`src/design/pci_pkg.sv`:
```
package pci_pkg;
// Operation
// - the management bus is never clocked faster than 400 kHz by its host
// - channel clock edge sets the high-side latch, peak comparator trip clears it
// - low-side gate follows high-side off and holds until the cycle ends
// - a 12-bit reference code spans zero to 1.024 V full scale
// - code scaling assumes output is 5.5x reference, 2.75x when range is one
// - a new output set-point is accepted any time and applied well under 10 ms
// - every fault is maskable and shuts down either with retry or latched off; a refused memory write only sets its status bit
// - each output, input, current, temperature and memory fault has its own status bit
// - the bidirectional fault pin is configurable and a separate alert output exists
// - memory writes are blocked above 130 degC until below 125 degC
// - fault logging writes only the fault log region of memory
// - configuration loading starts only after the supply lockout releases
// - straps are sampled and memory words copied into working values at start-up
// - while loading, both gates and the enable pin stay low, fault pin floats
// - straps override only output voltage and address; the rest comes from memory
// - straps absent or global config bit 6 set means memory values only; bit 6 here drops only the voltage strap, not the address strap
// - the address strap is always honoured unless detected open
// - bus address joins memory upper bits with strap lower bits
// - telemetry words and latched and live fault status are readable
// - the address strap sets exactly the four low address bits
// - write protect high refuses register and memory writes except status clears

localparam int CLK_HZ = 100_000_000;
localparam int FAULT_N = 9;
localparam int CTRL_W = 4;
localparam int CTRL_RANGE = 0;
localparam int CTRL_FPROP = 1;
localparam int CTRL_FEXT = 2;
localparam int CTRL_ON = 3;
localparam logic [CTRL_W-1:0] CTRL_RST = 4'ha;
localparam logic [FAULT_N-1:0] MASK_RST = 9'h000;
localparam logic [FAULT_N-1:0] LATCH_RST = 9'h000;
localparam int GLOB_IGN_STRAP = 6;
localparam int FLT_CML = 8;

localparam logic [7:0] OFF_STATUS = 8'h00;
localparam logic [7:0] OFF_VOUT = 8'h04;
localparam logic [7:0] OFF_CTRL = 8'h08;
localparam logic [7:0] OFF_MASK = 8'h0c;
localparam logic [7:0] OFF_LATCH = 8'h10;
localparam logic [7:0] OFF_FSTAT = 8'h14;
localparam logic [7:0] OFF_FLIVE = 8'h18;
localparam logic [7:0] OFF_CMW = 8'h1c;
localparam logic [7:0] OFF_DAC = 8'h20;
localparam logic [7:0] OFF_GLOB = 8'h24;
localparam logic [7:0] OFF_TELEM = 8'h28;
localparam int TELEM_N = 7;

localparam logic [2:0] CMW_GLOBAL = 3'h0;
localparam logic [2:0] CMW_VOUT = 3'h1;
localparam logic [2:0] CMW_ADDR = 3'h2;
localparam logic [2:0] CMW_MASK = 3'h3;
localparam logic [2:0] CMW_LATCH = 3'h4;
localparam logic [3:0] CM_CFG_WORDS = 4'h5;
localparam logic [3:0] LOG_BASE = 4'h8;

localparam logic [15:0] STRAP_VOUT_BASE = 16'h01f4;
localparam logic [15:0] STRAP_VOUT_STEP = 16'h0190;
localparam logic [16:0] DAC_K_NORM = 17'hba2f;
localparam logic [16:0] DAC_K_HALF = 17'h1745e;
localparam logic [11:0] DAC_MAX = 12'hfff;
localparam logic signed [11:0] TEMP_BLOCK_C = 12'sh082;
localparam logic signed [11:0] TEMP_CLEAR_C = 12'sh07d;
localparam logic [15:0] RETRY_CYC_DEF = 16'h03e8;

localparam int P_SUP = 0;
localparam int P_RUN = 1;
localparam int P_FPIN = 2;
localparam int P_WP = 3;
localparam int P_PCMP = 4;
localparam int P_AOPEN = 5;
localparam int P_ASTR = 6;
localparam int P_VFIT = 10;
localparam int P_VSTR = 11;
localparam int PIN_W = 15;

typedef enum logic [3:0] {
	ST_WAIT = 4'b0001,
	ST_LOAD = 4'b0010,
	ST_APPLY = 4'b0100,
	ST_RUN = 4'b1000
} pci_state_e;

typedef struct packed {
	logic [15:0] temp_int;
	logic [15:0] temp_ext;
	logic [15:0] iout_avg;
	logic [15:0] duty;
	logic [15:0] vout;
	logic [15:0] vin;
	logic [15:0] iin;
} pci_telem_s;

typedef struct packed {
	logic rd;
	logic wr;
	logic [3:0] addr;
	logic [15:0] wdata;
} pci_cm_req_s;

typedef struct packed {
	logic [PIN_W-1:0] s1;
	logic [PIN_W-1:0] s2;
	logic [PIN_W-1:0] s3;
	logic [PIN_W-1:0] flt;
	pci_state_e st;
	logic [2:0] ld_idx;
	logic [15:0] glob;
	logic [15:0] vout;
	logic [15:0] addr_word;
	logic [FAULT_N-1:0] mask;
	logic [FAULT_N-1:0] latch;
	logic [FAULT_N-1:0] fstat;
	logic [CTRL_W-1:0] ctrl;
	logic [6:0] bus_addr;
	logic [11:0] dac;
	logic latched_off;
	logic [15:0] retry;
	logic hs;
	logic ls;
	logic hs_pend;
	logic tblock;
	logic apb_rdy;
	logic pslverr;
	logic [31:0] prdata;
	pci_cm_req_s cm;
	logic cm_is_log;
	logic log_pend;
	logic [2:0] log_ptr;
	logic [FAULT_N-1:0] log_data;
} pci_regs_s;

endpackage

```
`src/design/pci_ctrl.sv`:
```
// Design decisions made here: the APB interface to the registers and the register addresses.
module pci_ctrl import pci_pkg::*; #(
	parameter logic [15:0] RETRY_CYC = RETRY_CYC_DEF
) (
	input wire logic pclk,
	input wire logic presetn,
	input wire logic psel,
	input wire logic penable,
	input wire logic pwrite,
	input wire logic [7:0] paddr,
	input wire logic [31:0] pwdata,
	output logic [31:0] prdata,
	output logic pready,
	output logic pslverr,
	input wire logic supply_ok,
	input wire logic run_pin_in,
	output logic run_pin_out,
	output logic run_pin_oe,
	input wire logic fault_pin_in,
	output logic fault_pin_out,
	output logic fault_pin_oe,
	output logic alert_n,
	input wire logic write_protect,
	input wire logic peak_current_comparator,
	input wire logic chan_clk_edge,
	output logic high_side_gate_drive,
	output logic low_side_gate_drive,
	input wire logic [3:0] bus_addr_strap,
	input wire logic bus_addr_strap_open,
	input wire logic [3:0] strap_resistor_setting,
	input wire logic strap_resistor_fitted,
	input wire logic signed [11:0] die_temp,
	input wire logic [FAULT_N-1:0] fault_raw,
	input wire pci_telem_s telem,
	output logic [11:0] dac_code,
	output logic [6:0] bus_addr,
	output pci_cm_req_s cm_req,
	input wire logic [15:0] cm_rdata,
	input wire logic cm_rvalid
);

	pci_regs_s q;
	pci_regs_s d;
	logic [PIN_W-1:0] pins;
	logic [FAULT_N-1:0] act;
	logic [FAULT_N-1:0] clr;
	logic [FAULT_N-1:0] cml_evt;
	logic [31:0] rd_val;
	logic hit;
	logic wp_block;
	logic user_w;
	logic fault_drive;
	logic ext_sd;
	logic run_ok;
	logic [15:0] telem_w [TELEM_N];

	// 0.1 mV resolution is not needed; 16-bit fixed point keeps one multiplier
	function automatic logic [11:0] dac_of(input logic [15:0] mv, input logic half);
		logic [32:0] p;
		p = mv * (half ? DAC_K_HALF : DAC_K_NORM);
		return (p[32:16] > {5'h00, DAC_MAX}) ? DAC_MAX : p[27:16];
	endfunction

	assign pins = {strap_resistor_setting, strap_resistor_fitted, bus_addr_strap,
		bus_addr_strap_open, peak_current_comparator, write_protect, fault_pin_in,
		run_pin_in, supply_ok};
	assign telem_w[0] = telem.temp_int;
	assign telem_w[1] = telem.temp_ext;
	assign telem_w[2] = telem.iout_avg;
	assign telem_w[3] = telem.duty;
	assign telem_w[4] = telem.vout;
	assign telem_w[5] = telem.vin;
	assign telem_w[6] = telem.iin;

	assign act = fault_raw & ~q.mask;
	// our own pull-down is seen on the pin a few cycles late, so external
	// shutdown is only honoured while we are not driving
	assign fault_drive = (q.st == ST_RUN) && q.ctrl[CTRL_FPROP] && (|q.fstat);
	assign ext_sd = q.ctrl[CTRL_FEXT] && !q.flt[P_FPIN] && !fault_drive;
	assign run_ok = (q.st == ST_RUN) && q.flt[P_RUN] && q.ctrl[CTRL_ON] && !q.latched_off
		&& (q.retry == 16'h0000) && !(|act) && !ext_sd;
	assign wp_block = q.flt[P_WP] && (paddr != OFF_FSTAT);

	always_comb begin
		hit = 1'b1;
		rd_val = 32'h0000_0000;
		case (paddr)
			OFF_STATUS: rd_val = 32'({q.log_ptr, q.tblock, q.latched_off, q.bus_addr, q.st});
			OFF_VOUT: rd_val = 32'(q.vout);
			OFF_CTRL: rd_val = 32'(q.ctrl);
			OFF_MASK: rd_val = 32'(q.mask);
			OFF_LATCH: rd_val = 32'(q.latch);
			OFF_FSTAT: rd_val = 32'(q.fstat);
			OFF_FLIVE: rd_val = 32'(fault_raw);
			OFF_CMW: rd_val = 32'h0000_0000;
			OFF_DAC: rd_val = 32'(q.dac);
			OFF_GLOB: rd_val = 32'(q.glob);
			default: begin
				if (paddr >= OFF_TELEM && paddr < OFF_TELEM + 8'(4 * TELEM_N)
					&& paddr[1:0] == 2'h0) begin
					rd_val = 32'(telem_w[3'(6'(paddr - OFF_TELEM) >> 2)]);
				end else begin
					hit = 1'b0;
				end
			end
		endcase
	end

	always_comb begin
		d = q;
		clr = '0;
		cml_evt = '0;
		user_w = 1'b0;
		d.s1 = pins;
		d.s2 = q.s1;
		d.s3 = q.s2;
		d.flt = (q.s3 & ~(q.s2 ^ q.s3)) | (q.flt & (q.s2 ^ q.s3));
		d.cm.rd = 1'b0;
		d.cm.wr = 1'b0;
		d.cm_is_log = 1'b0;

		if (die_temp > TEMP_BLOCK_C) begin
			d.tblock = 1'b1;
		end else if (die_temp < TEMP_CLEAR_C) begin
			d.tblock = 1'b0;
		end

		case (q.st)
			ST_WAIT: begin
				if (q.flt[P_SUP]) begin
					d.st = ST_LOAD;
					d.ld_idx = 3'h0;
					d.cm.rd = 1'b1;
					d.cm.addr = 4'h0;
				end
			end
			ST_LOAD: begin
				if (cm_rvalid) begin
					case (q.ld_idx)
						CMW_GLOBAL: d.glob = cm_rdata;
						CMW_VOUT: d.vout = cm_rdata;
						CMW_ADDR: d.addr_word = cm_rdata;
						CMW_MASK: d.mask = cm_rdata[FAULT_N-1:0];
						CMW_LATCH: d.latch = cm_rdata[FAULT_N-1:0];
						default: ;
					endcase
					if ({1'b0, q.ld_idx} == CM_CFG_WORDS - 4'h1) begin
						d.st = ST_APPLY;
					end else begin
						d.ld_idx = q.ld_idx + 3'h1;
						d.cm.rd = 1'b1;
						d.cm.addr = {1'b0, q.ld_idx + 3'h1};
					end
				end
			end
			ST_APPLY: begin
				if (q.flt[P_VFIT] && !q.glob[GLOB_IGN_STRAP]) begin
					d.vout = 16'(STRAP_VOUT_BASE + q.flt[P_VSTR+:4] * STRAP_VOUT_STEP);
				end
				// open strap falls back to the stored low bits
				d.bus_addr = {q.addr_word[6:4],
					q.flt[P_AOPEN] ? q.addr_word[3:0] : q.flt[P_ASTR+:4]};
				d.st = ST_RUN;
			end
			ST_RUN: ;
			default: d.st = ST_WAIT;
		endcase
		if (!q.flt[P_SUP]) begin
			d.st = ST_WAIT;
		end

		// two-cycle access keeps read data registered
		if (psel && penable && !q.apb_rdy) begin
			d.apb_rdy = 1'b1;
			d.prdata = rd_val;
			d.pslverr = !hit || (pwrite && wp_block);
		end
		if (psel && penable && q.apb_rdy) begin
			d.apb_rdy = 1'b0;
			if (pwrite && !q.pslverr) begin
				case (paddr)
					OFF_VOUT: d.vout = pwdata[15:0];
					OFF_CTRL: d.ctrl = pwdata[CTRL_W-1:0];
					OFF_MASK: d.mask = pwdata[FAULT_N-1:0];
					OFF_LATCH: d.latch = pwdata[FAULT_N-1:0];
					OFF_FSTAT: clr = pwdata[FAULT_N-1:0];
					OFF_GLOB: d.glob = pwdata[15:0];
					OFF_CMW: begin
						if (q.st == ST_RUN && !q.tblock && pwdata[19:16] < CM_CFG_WORDS) begin
							d.cm.wr = 1'b1;
							d.cm.addr = pwdata[19:16];
							d.cm.wdata = pwdata[15:0];
							user_w = 1'b1;
						end else begin
							cml_evt[FLT_CML] = 1'b1;
						end
					end
					default: ;
				endcase
			end
		end

		// log entries only ever land above the configuration words
		if (q.log_pend && !q.tblock && !user_w && q.st == ST_RUN) begin
			d.cm.wr = 1'b1;
			d.cm.addr = LOG_BASE + {1'b0, q.log_ptr};
			d.cm.wdata = 16'(q.log_data);
			d.cm_is_log = 1'b1;
			d.log_pend = 1'b0;
			d.log_ptr = q.log_ptr + 3'h1;
		end

		d.dac = dac_of(q.vout, q.ctrl[CTRL_RANGE]);

		// set wins over the clear in the same cycle
		d.fstat = (q.fstat & ~clr) | act | (cml_evt & ~q.mask);
		if (|(d.fstat & ~q.fstat)) begin
			d.log_pend = 1'b1;
			d.log_data = d.fstat;
		end
		if (!q.flt[P_RUN] || !q.ctrl[CTRL_ON]) begin
			d.latched_off = 1'b0;
		end
		if (|(act & q.latch)) begin
			d.latched_off = 1'b1;
		end
		if (|(act & ~q.latch)) begin
			d.retry = RETRY_CYC;
		end else if (q.retry != 16'h0000) begin
			d.retry = q.retry - 16'h0001;
		end

		// leaving run drops the gates on the same edge, not one cycle later
		if (!run_ok || d.st != ST_RUN) begin
			d.hs = 1'b0;
			d.ls = 1'b0;
			d.hs_pend = 1'b0;
		end else begin
			// one idle cycle between low-side off and high-side on
			if (q.hs_pend) begin
				d.hs = 1'b1;
				d.hs_pend = 1'b0;
			end
			if (q.hs && q.flt[P_PCMP]) begin
				d.hs = 1'b0;
				d.ls = 1'b1;
			end
			if (chan_clk_edge) begin
				d.ls = 1'b0;
				d.hs_pend = 1'b1;
			end
		end
	end

	always_ff @(posedge pclk or negedge presetn) begin
		if (!presetn) begin
			q <= '0;
			q.st <= ST_WAIT;
			q.ctrl <= CTRL_RST;
			q.mask <= MASK_RST;
			q.latch <= LATCH_RST;
		end else begin
			q <= d;
		end
	end

	assign prdata = q.prdata;
	assign pready = q.apb_rdy;
	assign pslverr = q.apb_rdy && q.pslverr;
	assign high_side_gate_drive = q.hs;
	assign low_side_gate_drive = q.ls;
	assign run_pin_out = 1'b0;
	assign run_pin_oe = (q.st == ST_RUN);
	assign fault_pin_out = 1'b0;
	assign fault_pin_oe = !fault_drive;
	assign alert_n = !(|q.fstat);
	assign dac_code = q.dac;
	assign bus_addr = q.bus_addr;
	assign cm_req = q.cm;
endmodule

```
`config.mk`:
```
export PLATFORM = sky130hd
export DESIGN_NAME = pci_ctrl
export DESIGN_NICKNAME = d
export VERILOG_FILES = /design/src/design/pci_pkg.sv /design/src/design/pci_ctrl.sv
export SDC_FILE = /design/constraint.sdc
export NUM_CORES = 1
export LEC_CHECK = 0
export BUFFER_PORTS_ARGS = -buffer_cell sky130_fd_sc_hd__clkbuf_2
export CORE_MARGIN = 2
export CORE_UTILIZATION = 30
export CTS_BUF_LIST = sky130_fd_sc_hd__clkbuf_2 sky130_fd_sc_hd__clkbuf_4 sky130_fd_sc_hd__clkbuf_8
export CTS_CLUSTER_DIAMETER = 80
export DETAILED_ROUTE_END_ITERATION = 7
export SYNTH_ARGS = -nofsm -noshare
export SYNTH_HDL_FRONTEND = slang
export SYNTH_SLANG_ARGS = --single-unit
```
`constraint.sdc`:
```
create_clock -name pclk -period 12.8 [get_ports pclk]
set_input_delay 2.56 -clock pclk [delete_from_list [all_inputs] [get_ports pclk]]
set_output_delay 2.56 -clock pclk [all_outputs]
set_load 0.02 [all_outputs]
```
Word level (Yosys, flattened, before mapping). Cells that the tools add are included.

Multiply operators: 2. Eq/ne operators: 22. Bitwise gates (word level): 18. Add/subtract/negate cells: 6. Reductions and logical operators: 71. Mux-type cells: 71. $lt $le $gt $ge: 7.

Operators with widths (number): $mux 16 (12); $pmux 16 s10 (1); $mux 21 (4); $mux 73 (1); $mux 32 (2); $mux 9 (7); $and 9x9->9 (6); $mux 18 (3); $bmux 16 s3 (1); $reduce_or 9->1 (5); $not 9->9 (4); $mux 34 (1); $mul 16x17->33 (1); $eq 8x5->1 const B (4); $pmux 16 s2 (1); $and 15x15->15 (2); $logic_and 1x1->1 (26); $mux 26 (1); $mux 4 (6); $mux 1 (20); $reduce_bool 2->1 (10); $or 9x9->9 (2); $gt 17x12->1 const B (1); $mux 17 (1); 48 further kinds (75).

Output and inout port bits: 82. Flip-flop bits (word level): 255. Word-level logic and storage cells: 228.

Logic depth before layout (Yosys ltp). Gate-level depths: netlist of run 1.

Depth after elaboration: 12. Depth in mapped cells: 24. Gate-level depth less buffers: 22.

Worst setup path before layout of run 1. No wires, ideal clock.

Path type: reg-to-reg. Start point: register q[110] (netlist name). End point: register q (netlist bit dac_code[4]). Arrival: 6007 ps. Setup time: 144 ps. Data required time: 12656 ps. Cell stages (with the launch flop): 22. Path slack: 6649 ps. Cell sequence: dfrtp_1 > clkbuf_1 > clkbuf_1 > nand2_1 > fa_1 > inv_1 > fa_1 > fa_1 > fa_1 > fa_1 > inv_1 > fa_1 > inv_1 > ha_1 > nand3_1 > nor3_1 > nor3b_1 > a21oi_1 > and2_1 > a2111oi_1 > buf_2 > o2111ai_1.

RTL lines: start, declared (RTL line pci_ctrl.sv:42) `pci_regs_s q;`.

==> run summary, run 1 <==
Buf/Inv on CP = 5
Mean Syn Cell Area = 9.83 um^2
Hold Path Depth = 0
CTS buffer count = 43
HPWL after DPL = 48600 um
R2R Path End = dac_code[8]$_DFF_PN0_
Global-route wire length before repair = 89400 um
GRT busiest layer = met2
Req. time, crit path = 13.22 ns
GR Overflow Total = 0
Clock Pin Slew Worst Setup and Hold Paths = 0.05 ns
Final min period = 7.15 ns
Core box area = 60200 um^2
Final WL = 59500 um
Area Growth Syn to Fin = 14.6%
Dpl cell area = 20000 um^2
CP Capture Type = flip-flop
Worst reg2reg setup slack = 5.65 ns
Top_reg_cell synth = dfrtp_1
Port-buffer cells = 262
Layout cell share with drive strength beyond 1 = 20.6%
1st-pass router iterations = 8
RSZ-0062 raised after global routing = no
Max clock buf depth = 3
Vias/cell = 5.01
RePlAce Congestion = 0.901
Final hold violations = 0
Slew @ Worst Pin = 1.32 ns
Rows = 90
Seq/Total Area, Yosys = 31.6%
WP data arrival = 7.57 ns
DP Worst Slack = 5.75 ns
CP Launch Type = flip-flop
Worst-path fanout max = 12
Setup WS post-layout = 5.65 ns
Setup tns final = 0 ns
Syn Inst Count = 1857
Largest net degree at the start of global routing = 86
Worst hold endpoint = d[224]$_DFF_PN0_
Crit-path most repeated cell = fa_1
Synth Area in Simple Gates = 12.1%
Most frequent cells in the layout = 261 x clkbuf_2, 246 x inv_1, 227 x dfrtp_1
Setup-failing EPs final = 0
Initial antenna violation count = 17
Met3 usage in global routing = 5.19%
Die width = 251 um
XOR/XNOR share of the synthesized area = 1.78%
Post-synth EDFFs = 0
FMAX = 140 MHz
Die area = 62800 um^2
Synth Area in Compound Gates = 12.0%
FFs w/ async S/R, synth = 100%
Met1 usage in global routing = 24.9%
Max-cap violation count = 0
CP cell instances = nor2b_1, fa_1, inv_1, fa_1, inv_1, fa_1, fa_1, inv_1, fa_1, fa_1, inv_1, ha_1, a21oi_1, o21ai_0, a31oi_1, a21boi_0, a211o_1, a32oi_1, buf_4, nand4_1
Period utilization = 55.8%
Critical path's largest stage delay = 0.64 ns
Synth cell types = 77
Reg2Reg Depth = 20
Hold buffers post-CTS = 0
GRT Util Overall = 18.9%
Root buffer cell = clkbuf_8
Mux contribution to synthesized area = 6.88%
Starting Density = 30.3%
H-tree Lvls = 2
Vias in the first global route = 14600
DIE HEIGHT = 251 um
Remaining antenna violation count = 0
Buffer count from post-CTS setup fixing = 0
R2r startpoint = q[170]$_DFF_PN0_
Hold Crit Class = flip-flop to flip-flop
Top delay family on crit path = adder cells
Slew headroom = 11.9%
Nets = 2556
Critical hold path startpoint = d[239]$_DFF_PN0_
Synth Warn # = 0
IO Pins = 293
1st-iter DRT viols = 1034
Slew Viols, Final = 0
Met2 Resource Use GR = 28.9%
Main combinational cell family by area after synthesis = adder cells
Most common cell after layout, fill and taps aside = clkbuf_2
Clock Skew = 0.0511 ns
Cell area after synthesis = 18300 um^2
Synth Area in Adders = 25.8%
Via Count = 14500
CP max-delay cell = dfrtp_1
DR DRC count = 0
Clk_lat worst skew = 0.61 ns
CTS tree = built
Critical path type = flip-flop to flip-flop
#FFs+latches synth = 230
Status = complete, no violations
WL/cell = 20.6 um
Post-cts gate resize count = 0
# clock sinks = 230
Design area = 20900 um^2
## synthesized netlist by cell type, types with 6 or more instances
cell | instances | area, um^2
a211oi_1 | 6 | 45.0
a21o_1 | 15 | 113
a21oi_1 | 94 | 470
a221oi_1 | 12 | 105
a222oi_1 | 6 | 60.1
a22o_1 | 10 | 87.6
a22oi_1 | 46 | 345
a31oi_1 | 19 | 119
and2_1 | 15 | 93.8
buf_4 | 75 | 563
clkbuf_1 | 61 | 229
dfrtp_1 | 227 | 5680
fa_1 | 138 | 2760
ha_1 | 143 | 1790
inv_1 | 246 | 923
maj3_1 | 15 | 150
mux2_2 | 28 | 315
mux2i_1 | 58 | 581
mux4_2 | 16 | 360
nand2_1 | 151 | 567
nand2b_1 | 24 | 150
nand3_1 | 26 | 130
nand4_1 | 26 | 163
nor2_1 | 134 | 503
nor2b_1 | 17 | 106
nor3_1 | 15 | 75.1
o211ai_1 | 24 | 180
o21a_1 | 6 | 45.0
o21ai_0 | 51 | 255
o22ai_1 | 9 | 56.3
or2_2 | 10 | 62.6
or3_1 | 6 | 37.5
xnor2_1 | 20 | 175
xor2_1 | 17 | 149
## worst register-to-register path, cell delays in order, from the launching register on
cell,delay (ns)
dfrtp_1,0.64
nor2b_1,0.57
fa_1,0.53
inv_1,0.09
fa_1,0.41
inv_1,0.17
fa_1,0.45
fa_1,0.54
inv_1,0.06
fa_1,0.51
fa_1,0.59
inv_1,0.05
ha_1,0.40
a21oi_1,0.31
o21ai_0,0.14
a31oi_1,0.26
a21boi_0,0.29
a211o_1,0.35
a32oi_1,0.20
buf_4,0.23
nand4_1,0.19
## kinds of logic after synthesis
kind of cell             count (synthesis)
other                                    2
multiplexers                           102
flip-flops                             230
XOR/XNOR                                37
buffers and inverters                  395
AO/OA/AOI/OAI                          333
AND/OR/NAND/NOR                        462
adder cells (fa/ha/maj)                296
## state kept, by name (all words and copies together) (netlist names), named ones only
register	flops
bus_addr	7
low_side_gate_drive	1
cm_req	22
prdata	16
high_side_gate_drive	1
pready	1
dac_code	12
q	125
d	30
## worst max-delay path by stage
| stage | from | endpoint | slack, ns | cells past startpoint |
|---|---|---|---|---|
| 5_1_grt | q[170]$_DFF_PN0_ | dac_code[8]$_DFF_PN0_ | 5.35 | 20 |
| 2_1_floorplan | q[110]$_DFFE_PN0P_ | dac_code[4]$_DFF_PN0_ | 6.65 | 21 |
| 4_1_cts | q[170]$_DFF_PN0_ | dac_code[8]$_DFF_PN0_ | 5.72 | 20 |
| 6_report | q[170]$_DFF_PN0_ | dac_code[8]$_DFF_PN0_ | 5.65 | 20 |
| 3_5_place_dp | q[170]$_DFF_PN0_ | dac_code[8]$_DFF_PN0_ | 5.75 | 20 |
| 3_3_place_gp | q[170]$_DFF_PN0_ | dac_code[8]$_DFF_PN0_ | 5.75 | 20 |
## routing by layer
metal | wire length (um) | vias to the layer above
met5 | 88 | -
li1 | - | 6634
met3 | 4910 | 131
met4 | 2590 | 14
met1 | 25600 | 7163
met2 | 26300 | 537
## per-stage QoR
stage,hold slack (ns),cells,utilization [%]
3_5_place_dp,0.338,2801,33.1
5_1_grt,0.352,2884,34.7
6_report,0.347,2888,34.7
2_1_floorplan,0.331,1887,-
3_3_place_gp,0.335,2801,33.1
4_1_cts,0.350,2878,34.7
## area by class of cell
type	count	area [um^2]
well taps	782	978
repair buffers	281	1460
multi-input cells	1262	10800
flip-flops and latches	230	5760
inverters	246	923
clock inverters	19	211
fillers	6180	39300
clock buffers	58	729
diodes	10	25.0
Power of run 1 is left out: the tool's default activity adds up to more than one toggle a clock period on the data nets, which glitch-free logic cannot reach.
==> run 2, diff against run 1 <==
clock period = 6.95 ns   (was 12.8 ns; I/O delays follow)
==> run 2 against run 1 <==
Clock skew barely moved. Via count rose by 0.66%. Fmax grew 6.6%. Sequential share of layout area shrank 0.19 points.
==> run summary, run 2 (synthesis gave the netlist of run 1 again) <==
Status = complete, no violations
Clock Pin Slew Worst Setup and Hold Paths = 0.06 ns (about the same)
Multi-input gate area = 10800 um^2 (about the same)
IO Pins = 293 (unchanged)
Layout Cells excl Fill = 2898 (+0.35%)
Area Growth Syn to Fin = 15.4%
Initial antenna violation count = 9 (-8)
Buffer count from post-CTS setup fixing = 0 (unchanged)
Top delay family on crit path = adder cells
Max clock buf depth = 3 (unchanged)
Largest net degree at the start of global routing = 118 (+37%)
Buf/Inv on CP = 5 (unchanged)
Met1 usage in global routing = 25.2% (+0.33 points)
Dpl cells = 2817 (+0.57%)
Sequential Area = 5760 um^2 (unchanged)
H-tree Lvls = 2 (unchanged)
Setup tns final = 0 ns (unchanged)
Setup-failing EPs final = 0 (unchanged)
Post-cts gate resize count = 0 (unchanged)
Final hold violations = 0 (unchanged)
Die width = 251 um (unchanged)
Layout cell share with drive strength beyond 1 = 21.3% (+0.73 points)
# clock sinks = 230 (unchanged)
Worst-path fanout max = 34 (+22)
CP Launch Type = flip-flop
WL/cell = 20.7 um (+0.69%)
Global-route wire length before repair = 89900 um (+0.50%)
CP Capture Type = flip-flop
Biggest register = q
Starting Density = 30.3% (unchanged)
Port-buffer cells = 262 (unchanged)
Slew Viols, Final = 0 (unchanged)
Met3 usage in global routing = 4.28% (-0.90 points)
Most frequent cells in the layout = 261 x clkbuf_2, 246 x inv_1, 227 x dfrtp_1
GR Overflow Total = 0 (unchanged)
Die area = 62800 um^2 (unchanged)
FMAX = 149 MHz (+6.6%)
Most common cell after layout, fill and taps aside = clkbuf_2
Via Count = 14600 (+0.66%)
Final WL = 60100 um (+1.0%)
DIE HEIGHT = 251 um (unchanged)
Hold buffers post-CTS = 0 (unchanged)
RePlAce Congestion = 0.912 (+1.2%)
1st-pass router iterations = 5 (-3)
DR DRC count = 0 (unchanged)
CP max-delay cell = fa_1
Max-cap violation count = 0 (unchanged)
Slew @ Worst Pin = 1.09 ns (-0.228 ns)
Crit-path most repeated cell = fa_1
Fillers = 6136 (-0.71%)
RSZ-0062 raised after global routing = no
Rows = 90 (unchanged)
Period utilization = 96.4% (+41 points)
HPWL after DPL = 49000 um (+0.64%)
Critical path's largest stage delay = 0.58 ns (-0.06 ns)
Clk_lat worst skew = 0.61 ns (about the same)
GRT Util Overall = 18.9% (+0.037 points)
Vias/cell = 5.03 (+0.32%)
Req. time, crit path = 7.41 ns (-5.81 ns)
GRT busiest layer = met2
WP data arrival = 7.16 ns (-0.41 ns)
CTS buffer count = 43 (unchanged)
Hold Crit Class = flip-flop to flip-flop
Final core utilization = 35.0% (+0.24 points)
CTS tree = built
1st-iter DRT viols = 1053 (+1.8%)
CP cell instances = buf_12, nor2b_1, buf_4, fa_1, fa_1, fa_1, fa_1, fa_1, inv_1, fa_1, inv_1, ha_1, nand3_1, nor2_1, o311ai_1, a21boi_1, o211ai_1, a32oi_1, buf_4, o2111ai_1
Met2 Resource Use GR = 29.9% (+0.97 points)
Slew headroom = 27.3% (+15 points)
Nets = 2572 (+0.63%)
Clock Skew = 0.0511 ns (-0.0000578 ns)
Root buffer cell = clkbuf_8
Vias in the first global route = 14700 (+0.64%)
Core box area = 60200 um^2 (unchanged)
Max reg flops = 125 (unchanged)
Remaining antenna violation count = 0 (unchanged)
Final min period = 6.70 ns (-0.445 ns)
Critical path type = flip-flop to flip-flop
run 2: cell types whose count changed in the layout (fill, tap and decap cells not counted), sizes merged:
cell,previous run,this run
buf,20,36
clkbuf,319,326
diode,10,3
clkinv,11,8
bufinv,4,2
clkinvlp,1,0
run 2: layout make-up:
class                      instances  area share [%]
antenna                            3          0.0356
timing repair buffer             297            7.58
inverter                         246            4.38
tap                              782            4.64
clock inverter                    13           0.612
multi-input combinational       1262            51.5
sequential                       230            27.3
clock buffer                      65            3.95
run 2: worst reg2reg max path, delay by kind of cell, from the launching register on:
family                   cells  cell delay (ns)
flip-flops                   1             0.42
AO/OA/AOI/OAI                5             1.13
adder cells (fa/ha/maj)      7             3.43
AND/OR/NAND/NOR              3             0.83
buffers and inverters        5             0.72
run 2: layer usage:
metal | vias up | part of all wire, %
li1 | 6662 | -
met1 | 7209 | 43
met2 | 566 | 45
met3 | 126 | 7.8
met4 | 12 | 3.7
met5 | - | 0.11
run 2: per-stage QoR:
| stage | hold slack, ns | cell area [um^2] | setup slack, ns |
|---|---|---|---|
| 3_5_place_dp | 0.335 | 20100 | 0.250 |
| 3_3_place_gp | 0.334 | 20100 | 0.338 |
| 2_1_floorplan | 0.331 | 18400 | 0.799 |
| 6_report | 0.346 | 21100 | 0.250 |
| 4_1_cts | 0.348 | 21100 | 0.175 |
| 5_1_grt | 0.353 | 21100 | 0.00567 |
run 2: final timing paths:
path | slack, ns | endpoint | cells after the start | startpoint
min in group asynchronous | 0.90 | q[84]$_DFFE_PN0P_ | 1 | presetn
hold reg to reg | 0.35 | d[211]$_DFF_PN0_ | 0 | d[226]$_DFF_PN0_
setup reg to reg | 0.25 | dac_code[4]$_DFF_PN0_ | 20 | q[110]$_DFFE_PN0P_
hold / removal | 0.35 | d[211]$_DFF_PN0_ | 0 | d[226]$_DFF_PN0_
setup / recovery | 0.25 | dac_code[4]$_DFF_PN0_ | 20 | q[110]$_DFFE_PN0P_
max in group asynchronous | 4.65 | q[182]$_DFF_PN0_ | 2 | presetn
Power of run 2 is left out for the same reason.
